==> src/inc/monitor_bank_pkg.sv <==
/*
  constants for the monitor result and limit register slice: offsets,
  field layouts, reset values and widths.
  assumes it is compiled before every design file that imports it.
*/
`default_nettype none

package monitor_bank_pkg;

  // ----------------------------------------
  // widths
  // ----------------------------------------
  localparam int ADDR_W = 8;
  localparam int DATA_W = 16;
  localparam int LIMIT_W = 8;
  localparam int VOLT_FIELD_W = 10;
  localparam int TEMP_FIELD_W = 12;
  localparam int FAN_FIELD_W = 8;

  // ----------------------------------------
  // field positions
  // ----------------------------------------
  localparam int VOLT_FIELD_LSB = 6;
  localparam int TEMP_FIELD_LSB = 4;
  localparam int FAN_FIELD_LSB = 0;

  // ----------------------------------------
  // offsets
  // ----------------------------------------
  localparam logic [ADDR_W-1:0] OFS_VOLT_CH5_RESULT = 8'h25;
  localparam logic [ADDR_W-1:0] OFS_VOLT_CH6_RESULT = 8'h26;
  localparam logic [ADDR_W-1:0] OFS_DIE_TEMPERATURE_RESULT = 8'h27;
  localparam logic [ADDR_W-1:0] OFS_FAN1_PULSE_COUNT = 8'h28;
  localparam logic [ADDR_W-1:0] OFS_FAN2_PULSE_COUNT = 8'h29;
  localparam logic [ADDR_W-1:0] OFS_VOLT_CH0_UPPER_BOUND = 8'h2a;
  localparam logic [ADDR_W-1:0] OFS_VOLT_CH0_LOWER_BOUND = 8'h2b;
  localparam logic [ADDR_W-1:0] OFS_VOLT_CH1_UPPER_BOUND = 8'h2c;
  localparam logic [ADDR_W-1:0] OFS_VOLT_CH1_LOWER_BOUND = 8'h2d;
  localparam logic [ADDR_W-1:0] OFS_VOLT_CH2_UPPER_BOUND = 8'h2e;

  // limits sit back to back from the first upper bound
  localparam int NUM_LIMITS = 5;
  localparam int LIMIT_IDX_W = 3;
  localparam logic [ADDR_W-1:0] OFS_LIMIT_BASE = OFS_VOLT_CH0_UPPER_BOUND;
  localparam logic [ADDR_W-1:0] OFS_LIMIT_LAST = OFS_VOLT_CH2_UPPER_BOUND;

  // ----------------------------------------
  // reset values
  // ----------------------------------------
  localparam logic [DATA_W-1:0] RESULT_RESET = 16'h0000;
  localparam logic [FAN_FIELD_W-1:0] COUNT_RESET = 8'h00;
  localparam logic [LIMIT_W-1:0] LIMIT_RESET = 8'h00;
  localparam logic [DATA_W-1:0] UNMAPPED_READ = 16'h0000;

endpackage

`default_nettype wire

==> src/hw/monitor_result_limit_bank.sv <==
/*
  result and limit register slice of a hardware monitor, offsets 0x25..0x2e,
  with a simple byte-addressed register port behind the serial slave.
  assumes the serial slave and measurement engines run on clk_sys and give
  one-cycle strobes; limits feed the comparison logic outside.
*/
// Functional notes
// - voltage channels five and six results in bits 15:6 at 0x25, 0x26, reset zero.
// - temperature result in bits 15:4, read-only at 0x27, zero after reset.
// - first fan pulse count, 8-bit read-only at 0x28, zero after reset.
// - second fan pulse count, 8-bit read-only at 0x29, zero after reset.
// - 8-bit upper limits for channels zero, one, two at 0x2a, 0x2c, 0x2e.
// - 8-bit lower limits for channels zero and one at 0x2b, 0x2d.
`default_nettype none

module monitor_result_limit_bank
  import monitor_bank_pkg::*;
(
  input wire logic clk_sys,
  input wire logic rst,
  input wire logic volt_ch5_load,
  input wire logic [VOLT_FIELD_W-1:0] volt_ch5_value,
  input wire logic volt_ch6_load,
  input wire logic [VOLT_FIELD_W-1:0] volt_ch6_value,
  input wire logic temp_load,
  input wire logic [TEMP_FIELD_W-1:0] temp_value,
  input wire logic fan1_count_load,
  input wire logic [FAN_FIELD_W-1:0] fan1_count_value,
  input wire logic fan2_count_load,
  input wire logic [FAN_FIELD_W-1:0] fan2_count_value,
  input wire logic reg_wr,
  input wire logic reg_rd,
  input wire logic [ADDR_W-1:0] reg_addr,
  input wire logic [LIMIT_W-1:0] reg_wdata,
  output logic [DATA_W-1:0] reg_rdata,
  output logic reg_rvalid,
  output logic [LIMIT_W-1:0] volt_ch0_upper_bound,
  output logic [LIMIT_W-1:0] volt_ch0_lower_bound,
  output logic [LIMIT_W-1:0] volt_ch1_upper_bound,
  output logic [LIMIT_W-1:0] volt_ch1_lower_bound,
  output logic [LIMIT_W-1:0] volt_ch2_upper_bound
);

  // ----------------------------------------
  // address decode
  // ----------------------------------------
  function automatic logic limit_hit(input logic [ADDR_W-1:0] addr);
    limit_hit = (addr >= OFS_LIMIT_BASE) && (addr <= OFS_LIMIT_LAST);
  endfunction

  function automatic logic [LIMIT_IDX_W-1:0] limit_slot(input logic [ADDR_W-1:0] addr);
    logic [ADDR_W-1:0] diff;
    diff = addr - OFS_LIMIT_BASE;
    limit_slot = diff[LIMIT_IDX_W-1:0];
  endfunction

  // ----------------------------------------
  // result holders
  // ----------------------------------------
  logic [VOLT_FIELD_W-1:0] volt5_held;
  logic [VOLT_FIELD_W-1:0] volt6_held;
  logic [TEMP_FIELD_W-1:0] temp_held;
  logic [FAN_FIELD_W-1:0] fan1_held;
  logic [FAN_FIELD_W-1:0] fan2_held;

  // holders take no bus input, so a write cannot reach them
  result_holder #(.WIDTH(VOLT_FIELD_W)) u_volt5 (
    .clk_sys(clk_sys),
    .rst(rst),
    .load(volt_ch5_load),
    .value(volt_ch5_value),
    .held(volt5_held)
  );

  result_holder #(.WIDTH(VOLT_FIELD_W)) u_volt6 (
    .clk_sys(clk_sys),
    .rst(rst),
    .load(volt_ch6_load),
    .value(volt_ch6_value),
    .held(volt6_held)
  );

  result_holder #(.WIDTH(TEMP_FIELD_W)) u_temp (
    .clk_sys(clk_sys),
    .rst(rst),
    .load(temp_load),
    .value(temp_value),
    .held(temp_held)
  );

  result_holder #(.WIDTH(FAN_FIELD_W)) u_fan1 (
    .clk_sys(clk_sys),
    .rst(rst),
    .load(fan1_count_load),
    .value(fan1_count_value),
    .held(fan1_held)
  );

  result_holder #(.WIDTH(FAN_FIELD_W)) u_fan2 (
    .clk_sys(clk_sys),
    .rst(rst),
    .load(fan2_count_load),
    .value(fan2_count_value),
    .held(fan2_held)
  );

  // ----------------------------------------
  // limit registers
  // ----------------------------------------
  logic [LIMIT_W-1:0] limit_q [NUM_LIMITS];
  logic [LIMIT_W-1:0] next_limit [NUM_LIMITS];

  always_comb
  begin
    for (int i = 0; i < NUM_LIMITS; i++)
    begin
      next_limit[i] = limit_q[i];
    end
    // only the addressed slot moves; result offsets fall outside the window
    if (reg_wr && limit_hit(reg_addr))
    begin
      next_limit[limit_slot(reg_addr)] = reg_wdata;
    end
  end

  always_ff @(posedge clk_sys or posedge rst)
  begin
    if (rst)
    begin
      for (int i = 0; i < NUM_LIMITS; i++)
      begin
        limit_q[i] <= LIMIT_RESET;
      end
    end
    else
    begin
      for (int i = 0; i < NUM_LIMITS; i++)
      begin
        limit_q[i] <= next_limit[i];
      end
    end
  end

  // even slots are upper bounds, odd slots lower bounds
  assign volt_ch0_upper_bound = limit_q[0];
  assign volt_ch0_lower_bound = limit_q[1];
  assign volt_ch1_upper_bound = limit_q[2];
  assign volt_ch1_lower_bound = limit_q[3];
  assign volt_ch2_upper_bound = limit_q[4];

  // ----------------------------------------
  // read port
  // ----------------------------------------
  logic [DATA_W-1:0] next_rdata;
  logic next_rvalid;

  // read data is taken before a same-cycle write lands, so it shows the old value
  always_comb
  begin
    next_rdata = reg_rdata;
    next_rvalid = reg_rd;
    if (reg_rd)
    begin
      if (reg_addr == OFS_VOLT_CH5_RESULT)
      begin
        next_rdata = {volt5_held, {VOLT_FIELD_LSB{1'b0}}};
      end
      else if (reg_addr == OFS_VOLT_CH6_RESULT)
      begin
        next_rdata = {volt6_held, {VOLT_FIELD_LSB{1'b0}}};
      end
      else if (reg_addr == OFS_DIE_TEMPERATURE_RESULT)
      begin
        next_rdata = {temp_held, {TEMP_FIELD_LSB{1'b0}}};
      end
      else if (reg_addr == OFS_FAN1_PULSE_COUNT)
      begin
        next_rdata = {{(DATA_W-FAN_FIELD_W){1'b0}}, fan1_held};
      end
      else if (reg_addr == OFS_FAN2_PULSE_COUNT)
      begin
        next_rdata = {{(DATA_W-FAN_FIELD_W){1'b0}}, fan2_held};
      end
      else if (limit_hit(reg_addr))
      begin
        next_rdata = {{(DATA_W-LIMIT_W){1'b0}}, limit_q[limit_slot(reg_addr)]};
      end
      else
      begin
        next_rdata = UNMAPPED_READ;
      end
    end
  end

  always_ff @(posedge clk_sys or posedge rst)
  begin
    if (rst)
    begin
      reg_rdata <= RESULT_RESET;
      reg_rvalid <= 1'b0;
    end
    else
    begin
      reg_rdata <= next_rdata;
      reg_rvalid <= next_rvalid;
    end
  end

  logic ro_write;
  assign ro_write = reg_wr && (reg_addr >= OFS_VOLT_CH5_RESULT) && (reg_addr <= OFS_FAN2_PULSE_COUNT);
endmodule // monitor_result_limit_bank

`default_nettype wire

==> src/hw/result_holder.sv <==
/*
  holds the latest result of one measurement channel.
  assumes load and value come from logic on clk_sys.
*/
`default_nettype none

module result_holder #(
  parameter int WIDTH = 8
) (
  input wire logic clk_sys,
  input wire logic rst,
  input wire logic load,
  input wire logic [WIDTH-1:0] value,
  output logic [WIDTH-1:0] held
);

  // ----------------------------------------
  // capture
  // ----------------------------------------
  logic [WIDTH-1:0] next_held;

  // only reset and the measurement side can change it, so bus writes never reach here
  always_comb
  begin
    next_held = held;
    if (load)
    begin
      next_held = value;
    end
  end

  always_ff @(posedge clk_sys or posedge rst)
  begin
    if (rst)
    begin
      held <= '0;
    end
    else
    begin
      held <= next_held;
    end
  end

endmodule // result_holder

`default_nettype wire

==> config.mk <==
export PLATFORM = sky130hd
export DESIGN_NAME = monitor_result_limit_bank
export DESIGN_NICKNAME = d
export VERILOG_FILES = /design/src/inc/monitor_bank_pkg.sv /design/src/hw/monitor_result_limit_bank.sv /design/src/hw/result_holder.sv
export SDC_FILE = /design/constraint.sdc
export NUM_CORES = 1
export LEC_CHECK = 0
export BUFFER_PORTS_ARGS = -buffer_cell sky130_fd_sc_hd__buf_2
export CORE_AREA = 8 8 121 90
export DETAILED_ROUTE_END_ITERATION = 12
export DIE_AREA = 0 0 129 98
export PLACE_DENSITY = 0.84
export RECOVER_POWER = 100
export SYNTH_ARGS = -nofsm -noshare
export SYNTH_HDL_FRONTEND = slang
export SYNTH_SLANG_ARGS = --single-unit
==> constraint.sdc <==
create_clock -name clk_sys -period 5.9 [get_ports clk_sys]
set_clock_uncertainty 0.15 [all_clocks]
set_input_delay 1.475 -clock clk_sys [delete_from_list [all_inputs] [get_ports clk_sys]]
set_output_delay 1.475 -clock clk_sys [all_outputs]
set_load 0.02 [all_outputs]
==> results.py, run 1 <==
metrics = {
    "run_status": {
        "run_status": "finished, violations left",
        "violations": "max-capacitance violations, max-slew violations",
    },
    "logic_synthesis": {
        "synth_compound_area_share_pct": 8.33,
        "synth-edff-count": 0,
        "synth_top_area_share_pct": 52.6,
        "synth.distinct_cells": 43,
        "synth_top_family_by_area": "multiplexers",
        "synthesis.area_um2": 5000,
        "async_flop_share_pct": 100,
        "synthMuxAreaShare_pct": 28.2,
        "yosys_warnings": 0,
        "synth_xor_area_share_pct": 0,
        "synthAdderAreaFrac_pct": 0.751,
        "synth_area_leaders": "dfrtp_1, mux2_2, mux2_4",
        "synthCells": 358,
        "syn-num-nets": 434,
        "synthSimpleGateAreaFrac_pct": 6.38,
        "synthFlopType": "dfrtp_1",
        "yosysMostFrequentCell": "dfrtp_1",
        "yosys-top-cells-count": "dfrtp_1, mux2_2, mux2_4",
        "yosys_register_bits": 105,
        "synth-seq-area-share_pct": 52.6,
        "synth_top_cell_by_area": "dfrtp_1",
        "avgSynthCellArea_um2": 14.0,
    },
    "detailed_routing": {
        "routedWlPerCell_um": 20.6,
        "dr.pass1.iters": 5,
        "num_vias": 3527,
        "viasPerCell": 5.80,
        "ant_nets": 0,
        "drt_iter0_markers": 350,
        "drc": 0,
        "wirelength_um": 12500,
    },
    "clock_network": {
        "cts-htree-levels": 3,
        "clock-root-buffer": "clkbuf_16",
        "tritoncts": "yes",
        "hold_buffers": 0,
        "cts_buffer_depth": 2,
        "ctsResizeCount": 0,
        "clock-sinks": 105,
        "clk_pin_slew_ps": 70,
        "clock_latency_ps": 340,
        "cts_buffers": 9,
        "post_cts_buffers": 0,
    },
    "pwr": {
        "peakVddDrop_uv": 136,
        "p_leak_nw": 2.64,
        "powerDensity_nw_per_um2": 285,
        "fin_total_pwr_mw": 1.64,
    },
    "placement": {
        "dp.cells": 593,
        "placed_area_um2": 5650,
        "portBuffers": 129,
        "dp_hpwl_um": 9330,
        "dp_slack_ps": 1930,
        "place.gp.congestion": 0.848,
    },
    "min_path": {
        "hold_class": "reg -> reg",
    },
    "worst_setup_path": {
        "crit_required_ps": 5970,
        "startpoint": "reg_addr[1]",
        "worstSetupPathType": "in -> reg",
        "crit_fanout": 18,
        "critical_path.max_stage_delay_ps": 930,
        "path_buf_inv": 2,
        "worst_ep_arrival_time_ps": 4530,
        "critPathSlowestCell": "o311ai_0",
        "critPathCapture": "volt_ch1_lower_bound[7]",
        "cp-end-kind": "flop",
        "cp-start-kind": "primary input",
        "crit_family": "buffers and inverters",
        "r2r_slack_ps": 4420,
        "r2r-end": "reg_rdata[5]",
        "path_cells": "clkbuf_1 > inv_1 > o311ai_0 > nor2_4 > and4_1 > mux2_1",
        "worst-path-stages": 6,
        "rr_worst_depth": 4,
        "timing.rr.start": "volt_ch2_upper_bound[5]",
    },
    "grt": {
        "grt_pass1_vias": 3717,
        "antenna_found_initial": 1,
        "track_usage_pct": 20.3,
        "overflow": 0,
        "grt_pass1_wl_um": 20000,
        "grt_max_degree": 63,
    },
    "sta": {
        "finalSetupTns_ps": 0,
        "fin_crit_ps": 4460,
        "setup_viol": 0,
        "hold_viol_final": 0,
        "fin_crit_sh_pct": 75.6,
        "timing.fmax_mhz": 224,
        "slew_viol_final": 63,
        "tightest_slew_ps": 2720,
        "rsz0062_at_grt": "false",
        "slew-limit-headroom_pct": -82.3,
        "worst_slack_ps": 1440,
    },
    "final_layout": {
        "final_cells": 608,
        "synthToLayoutAreaGrowth_pct": 15.0,
        "drive_above_1_share_pct": 32.7,
        "layout.nets": 552,
        "diodes": 0,
        "fin_area_um2": 5750,
    },
    "floorplan": {
        "die_w_um": 129,
        "dieArea_um2": 12600,
        "core_area_um2": 9200,
        "start_util_pct": 54.4,
        "boundaryPins": 130,
        "row_count": 30,
        "fp.dieH_um": 98,
    },
    "job": {
        "maxCapViolations": 1,
    },
}
==> report_power, final <==
group	internal, mW	total, mW	leakage (nW)	switching, mW
registers	0.764	0.792	1.35	0.0281
logic	0.0786	0.179	1.14	0.100
clock network	0.412	0.669	0.155	0.256
==> cells in the final DEF (no fill, tap or decap), types with 2 or more instances in the layout <==
master / synthesis / final
dfrtp_1: 105 / 105
clkbuf_1: 12 / 65
buf_2: 3 / 65
mux2_2: 63 / 63
mux2_1: 0 / 28
o21ai_0: 15 / 15
nor2_1: 15 / 15
a21oi_1: 14 / 14
o2bb2ai_1: 13 / 13
mux2i_1: 13 / 13
clkbuf_16: 0 / 9
nand2_1: 7 / 7
inv_1: 6 / 5
and3_1: 5 / 5
o221ai_1: 4 / 4
mux4_2: 4 / 4
nand2b_1: 4 / 4
and4_1: 0 / 4
mux2_4: 32 / 4
nand3b_1: 3 / 3
ha_1: 3 / 3
bufinv_16: 0 / 3
nand4_1: 1 / 2
a31oi_1: 2 / 2
a221o_1: 2 / 2
nand3_1: 2 / 2
a221oi_1: 2 / 2
or2_2: 2 / 2
clkinvlp_4: 0 / 2
==> routing by layer <==
layer / wire, um / vias to the layer above / share of wire [%] / GRT usage, %
li1: - / 1551 / - / -
met1: 5470 / 1780 / 44 / 27.4
met2: 5860 / 169 / 47 / 30.9
met3: 949 / 25 / 7.6 / 5.33
met4: 240 / 2 / 1.9 / 6.84
met5: 13 / - / 0.10 / 0
==> metrics by stage <==
stage	utilization [%]	hold slack [ps]
after detailed placement	61.4	324
after global routing	62.5	372
after global placement	61.4	323
after floorplan	-	325
final	62.5	345
after CTS	65.1	340
==> how the worst min path moves through the flow <==
stage	from	endpoint	slack [ps]	cells after the start
6_report	reg_rdata[13]	reg_rdata[13]	340	1
5_1_grt	reg_rdata[10]	reg_rdata[10]	370	1
4_1_cts	reg_rdata[13]	reg_rdata[13]	340	1
3_5_place_dp	reg_rdata[13]	reg_rdata[13]	320	1
3_3_place_gp	reg_rdata[13]	reg_rdata[13]	320	1
2_1_floorplan	u_fan2.held[4]	u_fan2.held[4]	320	1
==> registers in the layout (all words and copies together) (netlist names) <==
| register | cells |
|---|---|
| volt_ch2_upper_bound | 8 |
| u_volt6.held | 10 |
| u_fan2.held | 8 |
| u_temp.held | 12 |
| u_volt5.held | 10 |
| u_fan1.held | 8 |
| reg_rvalid | 1 |
| volt_ch0_lower_bound | 8 |
| volt_ch0_upper_bound | 8 |
| volt_ch1_lower_bound | 8 |
| volt_ch1_upper_bound | 8 |
| reg_rdata | 16 |
==> area by class of cell <==
| type | count | area, um^2 |
|---|---|---|
| clock buffers | 10 | 229 |
| clock inverters | 5 | 105 |
| fillers | 732 | 3440 |
| inverters | 6 | 23.8 |
| multi-input cells | 224 | 2040 |
| flip-flops and latches | 105 | 2630 |
| well taps | 128 | 160 |
| repair buffers | 130 | 571 |
==> cell families after synthesis <==
kind of cell               count (synthesis)
DFF                                      105
buffers and inverters                     29
muxes                                    112
adders and majority gates                  3
and+or+nand+nor                           50
AOI/OAI and AO/OA                         59
Power figures use the tool's default switching activity.
==> run 2, diff against run 1 <==
Settings changed: CORE_AREA 8 8 121 90 to 8 8 131 97, DIE_AREA 0 0 129 98 to 0 0 139 105, PLACE_DENSITY 0.84 to 0.75.
Clock period 5.9 ns to 4 ns, I/O delays scaled along.
==> results.py, run 2 (synthesis gave the netlist of run 1 again) <==
metrics = {
    "worst_setup_path": {
        "worstSetupPathType": "in -> reg",
        "startpoint": "reg_addr[1]",
        "worst_ep_arrival_time_ps": 3240,
        "crit_required_ps": 4040,
        "cp-end-kind": "flop",
        "timing.rr.start": "volt_ch0_upper_bound[4]",
        "crit_fanout": 18,
        "cp-start-kind": "primary input",
        "rr_worst_depth": 4,
    },
    "floorplan": {
        "start_util_pct": 46.9,
        "die_w_um": 139,
        "dieArea_um2": 14600,
        "row_count": 32,
        "fp.dieH_um": 105,
        "core_area_um2": 10700,
        "boundaryPins": 130,
    },
    "grt": {
        "use_met3_pct": 7.27,
        "antenna_found_initial": 0,
        "met2_usage_pct": 26.2,
        "top_usage_layer": "met2",
        "grt_max_degree": 83,
        "grt_pass1_vias": 3664,
        "overflow": 0,
        "track_usage_pct": 17.7,
        "grt_pass1_wl_um": 20500,
        "met1_usage_pct": 23.9,
    },
    "detailed_routing": {
        "num_vias": 3415,
        "dr.pass1.iters": 4,
        "ant_nets": 0,
        "drt_iter0_markers": 206,
        "wirelength_um": 12700,
        "routedWlPerCell_um": 20.6,
        "viasPerCell": 5.52,
        "drc": 0,
    },
    "final_layout": {
        "largest_register_ffs": 16,
        "drive_above_1_share_pct": 34.2,
        "fin_area_um2": 5820,
        "multi_input_area_um2": 2080,
        "regMostFlops": "reg_rdata",
        "final_cell_mix": "dfrtp_1, clkbuf_1, buf_2",
        "layout.nets": 554,
        "largestRegisters": "reg_rdata: 16 flops, u_temp.held: 12 flops",
        "synthToLayoutAreaGrowth_pct": 16.4,
        "fillerInstances": 929,
        "diodes": 0,
        "final_common_cell": "dfrtp_1",
        "regArea_um2": 2630,
    },
    "job": {
        "maxCapViolations": 0,
    },
    "clock_network": {
        "post_cts_buffers": 0,
        "clock-root-buffer": "clkbuf_16",
        "clock_latency_ps": 340,
        "cts_buffer_depth": 2,
        "cts-htree-levels": 3,
        "clock-sinks": 105,
        "clk_pin_slew_ps": 70,
        "ctsResizeCount": 0,
        "tritoncts": "yes",
        "hold_buffers": 0,
        "cts_buffers": 9,
    },
    "sta": {
        "finalSetupTns_ps": 0,
        "hold_viol_final": 0,
        "worst_slack_ps": 800,
        "rsz0062_at_grt": "false",
        "setup_viol": 0,
        "slew_viol_final": 0,
        "timing.fmax_mhz": 312,
        "hold_slack_ps": 351,
        "slew-limit-headroom_pct": 26.1,
        "tightest_slew_ps": 1100,
        "fin_crit_ps": 3200,
        "fin_crit_sh_pct": 80.0,
    },
    "min_path": {
        "holdPathStages": 1,
        "hold_start": "reg_rdata[10]",
        "hold_class": "reg -> reg",
    },
    "placement": {
        "placed_area_um2": 5690,
        "dp_slack_ps": 828,
        "portBuffers": 129,
        "dp_hpwl_um": 9570,
        "place.gp.congestion": 0.824,
    },
    "pwr": {
        "peakVddDrop_uv": 250,
        "powerDensity_nw_per_um2": 408,
        "p_leak_nw": 2.66,
    },
    "run_status": {
        "run_status": "complete, no violations",
    },
}
run 2: changes by cell type in the layout (fill, tap and decap cells not counted):
cell,change
buf_12,+1
bufinv_16,-1
clkinvlp_4,-2
o311ai_0,-1
inv_6,+2
clkinv_4,+1
o311ai_4,+1
nand4_4,+1
buf_4,+2
and4_1,-4
and4_4,+4
nand4_1,-1
clkbuf_2,-1
clkbuf_1,+1
run 2: per-layer routing:
layer / wire, um / up-vias / part of all wire [%]
met5: 0 / - / 0
met4: 93 / 0 / 0.73
met3: 1220 / 8 / 9.6
met2: 5570 / 123 / 44
met1: 5860 / 1726 / 46
li1: - / 1558 / -
run 2: per-stage QoR:
stage | power, mW | utilization, % | cells
after detailed placement | 1.47 | 53.4 | 603
final | 2.38 | 54.6 | 619
after global placement | 1.46 | 53.4 | 603
after CTS | 2.41 | 56.4 | 619
after floorplan | 1.36 | - | 358
after global routing | 2.47 | 54.6 | 619
run 2: worst max-delay path, cell delays in order:
cell and delay [ps]:
clkbuf_1 580, inv_1 150, ha_1 610, mux2_2 400, a221o_1 350, nand3_1 80
a221oi_1 70
run 2: final cells by class:
class	count	area share (%)
flip-flops and latches	105	45.2
multi-input cells	224	35.7
repair buffers	132	10.3
clock buffers	11	4.00
well taps	136	2.92
clock inverters	5	1.48
inverters	6	0.409
run 2: final timing paths:
kind                       slack [ps]                       to
min                               350            reg_rdata[10]
max reg2reg                      2510             reg_rdata[4]
max in group asynchronous        2080  volt_ch1_upper_bound[5]
max                               800             reg_rdata[4]
min reg2reg                       350            reg_rdata[10]
min in group asynchronous         720           u_fan1.held[0]
run 2: power by group:
part | leakage (nW) | internal (mW) | switching [mW] | total, mW
Combinational | 1.16 | 0.119 | 0.150 | 0.269
Sequential | 1.35 | 1.13 | 0.0427 | 1.17
Clock | 0.155 | 0.555 | 0.384 | 0.938
==> run 3, diff against run 2 <==
Settings changed: CORE_AREA 8 8 131 97 to 8 8 126 93, DIE_AREA 0 0 139 105 to 0 0 134 101, PLACE_DENSITY 0.75 to 0.78.
Clock period 4 ns to 3.1 ns, I/O delays scaled along.
==> results.py, run 3 (synthesis gave the netlist of run 1 again) <==
metrics = {
    "clock_network": {
        "ctsResizeCount": 0,
        "clk_pin_slew_ps": 60,
        "cts_buffer_depth": 2,
        "tritoncts": "yes",
        "cts_buffers": 9,
        "hold_buffers": 0,
        "clock-sinks": 105,
        "clock-root-buffer": "clkbuf_16",
        "clock_latency_ps": 340,
        "cts-htree-levels": 3,
        "post_cts_buffers": 0,
    },
    "detailed_routing": {
        "drc": 0,
        "routedWlPerCell_um": 20.3,
        "num_vias": 3449,
        "ant_nets": 0,
        "wirelength_um": 12500,
        "drt_iter0_markers": 195,
        "viasPerCell": 5.59,
        "dr.pass1.iters": 4,
    },
    "worst_setup_path": {
        "path_cells": "buf_2 > ha_1 > and3b_1 > o311ai_4 > nor2_4 > and4_1 > mux2_1",
        "path_buf_inv": 1,
        "crit_fanout": 11,
        "cp-end-kind": "flop",
        "crit_family": "simple AND/OR/NAND/NOR gates",
        "critical_path.max_stage_delay_ps": 600,
        "cp-start-kind": "primary input",
        "crit_required_ps": 3170,
        "worstSetupPathType": "in -> reg",
        "critPathSlowestCell": "and4_1",
        "worst_ep_arrival_time_ps": 2730,
    },
    "final_layout": {
        "final_common_cell": "dfrtp_1",
        "drive_above_1_share_pct": 34.6,
        "layout.nets": 558,
        "final_cell_mix": "dfrtp_1, clkbuf_1, buf_2",
        "largest_register_ffs": 16,
        "largestRegisters": "reg_rdata: 16 flops, u_temp.held: 12 flops",
        "synthToLayoutAreaGrowth_pct": 16.3,
        "regArea_um2": 2630,
        "regMostFlops": "reg_rdata",
        "fillerInstances": 849,
        "diodes": 0,
        "multi_input_area_um2": 2070,
    },
    "floorplan": {
        "core_area_um2": 9890,
        "die_w_um": 134,
        "dieArea_um2": 13500,
        "row_count": 31,
        "start_util_pct": 50.6,
        "boundaryPins": 130,
        "fp.dieH_um": 101,
    },
    "grt": {
        "met2_usage_pct": 28.4,
        "track_usage_pct": 19.2,
        "top_usage_layer": "met2",
        "use_met3_pct": 7.02,
        "antenna_found_initial": 0,
        "grt_max_degree": 46,
        "overflow": 0,
        "grt_pass1_wl_um": 20400,
        "met1_usage_pct": 25.7,
        "grt_pass1_vias": 3769,
    },
    "job": {
        "maxCapViolations": 1,
    },
    "sta": {
        "rsz0062_at_grt": "false",
        "slew_viol_final": 35,
        "fin_crit_sh_pct": 85.9,
        "finalSetupTns_ps": 0,
        "fin_crit_ps": 2660,
        "slew-limit-headroom_pct": -4.48,
        "hold_viol_final": 0,
        "timing.fmax_mhz": 375,
        "setup_viol": 0,
        "tightest_slew_ps": 1560,
    },
    "min_path": {
        "hold_class": "reg -> reg",
    },
    "run_status": {
        "run_status": "finished, violations left",
        "violations": "max-capacitance violations, max-slew violations",
    },
    "pwr": {
        "powerDensity_nw_per_um2": 518,
        "p_seq_share_pct": 50.0,
        "switchingPower_uw": 706,
        "peakVddDrop_uv": 366,
        "p_int_mw": 2.31,
        "p_leak_nw": 2.66,
        "fin_total_pwr_mw": 3.01,
        "p_clk_share_pct": 38.4,
        "combPwrFrac_pct": 11.6,
        "sw_frac_of_total_pct": 23.4,
    },
    "placement": {
        "place.gp.congestion": 0.862,
        "dp_hpwl_um": 9550,
        "portBuffers": 129,
    },
}
-- run 3: changes by cell type in the layout (fill, tap and decap cells not counted) --
cell / change
clkinv_4: -1
nand4_1: +1
and4_4: -2
and4_1: +2
inv_6: -2
mux2_4: +3
clkinv_2: +2
mux2_1: -3
clkbuf_1: -1
clkbuf_2: +1
buf_4: +3
nand4_4: -1
-- run 3: metal layers --
metal / share of wire, % / up-vias / routed length, um
met5: 0 / - / 0
li1: - / 1564 / -
met1: 45 / 1743 / 5690
met4: 1.1 / 0 / 140
met3: 8.3 / 12 / 1040
met2: 45 / 130 / 5660
-- run 3: stage by stage --
step / setup WS, ps / cells / utilization (%) / area [um^2] / hold slack [ps]
floorplan: 333 / 358 / - / 5000 / 325
global placement: 358 / 603 / 57.9 / 5730 / 318
detailed placement: 298 / 603 / 57.9 / 5730 / 322
CTS: 668 / 617 / 60.9 / 6020 / 340
global route: 315 / 617 / 58.8 / 5810 / 357
finish: 436 / 617 / 58.8 / 5810 / 345
-- run 3: power by group through the flow --
stage          Sequential, mW  Clock, mW  Combinational (mW)
2_1_floorplan            1.54          0               0.209
3_3_place_gp             1.53          0               0.362
3_5_place_dp             1.53          0               0.372
4_1_cts                  1.51       1.19               0.373
5_1_grt                  1.52       1.25               0.385
6_report                 1.51       1.16               0.350
-- run 3: worst paths after layout --
check / endpoint / cells after the start / from / slack, ps
worst min register to register: reg_rdata[9] / 1 / reg_rdata[9] / 350
min in group asynchronous: reg_rdata[10] / 2 / rst / 640
max in group asynchronous: u_temp.held[0] / 3 / rst / 860
worst max register to register: reg_rdata[3] / 4 / volt_ch0_lower_bound[3] / 1610
worst max-delay path: volt_ch1_upper_bound[5] / 7 / reg_addr[1] / 440
worst min-delay path: reg_rdata[9] / 1 / reg_rdata[9] / 350
-- run 3: cell type report --
class                      instances  share of cell area, %
inverter                           6                  0.409
clock buffer                      10                   3.94
multi-input combinational        224                   35.6
clock inverter                     4                   1.21
timing repair buffer             136                   10.8
tap                              132                   2.84
sequential                       105                   45.2
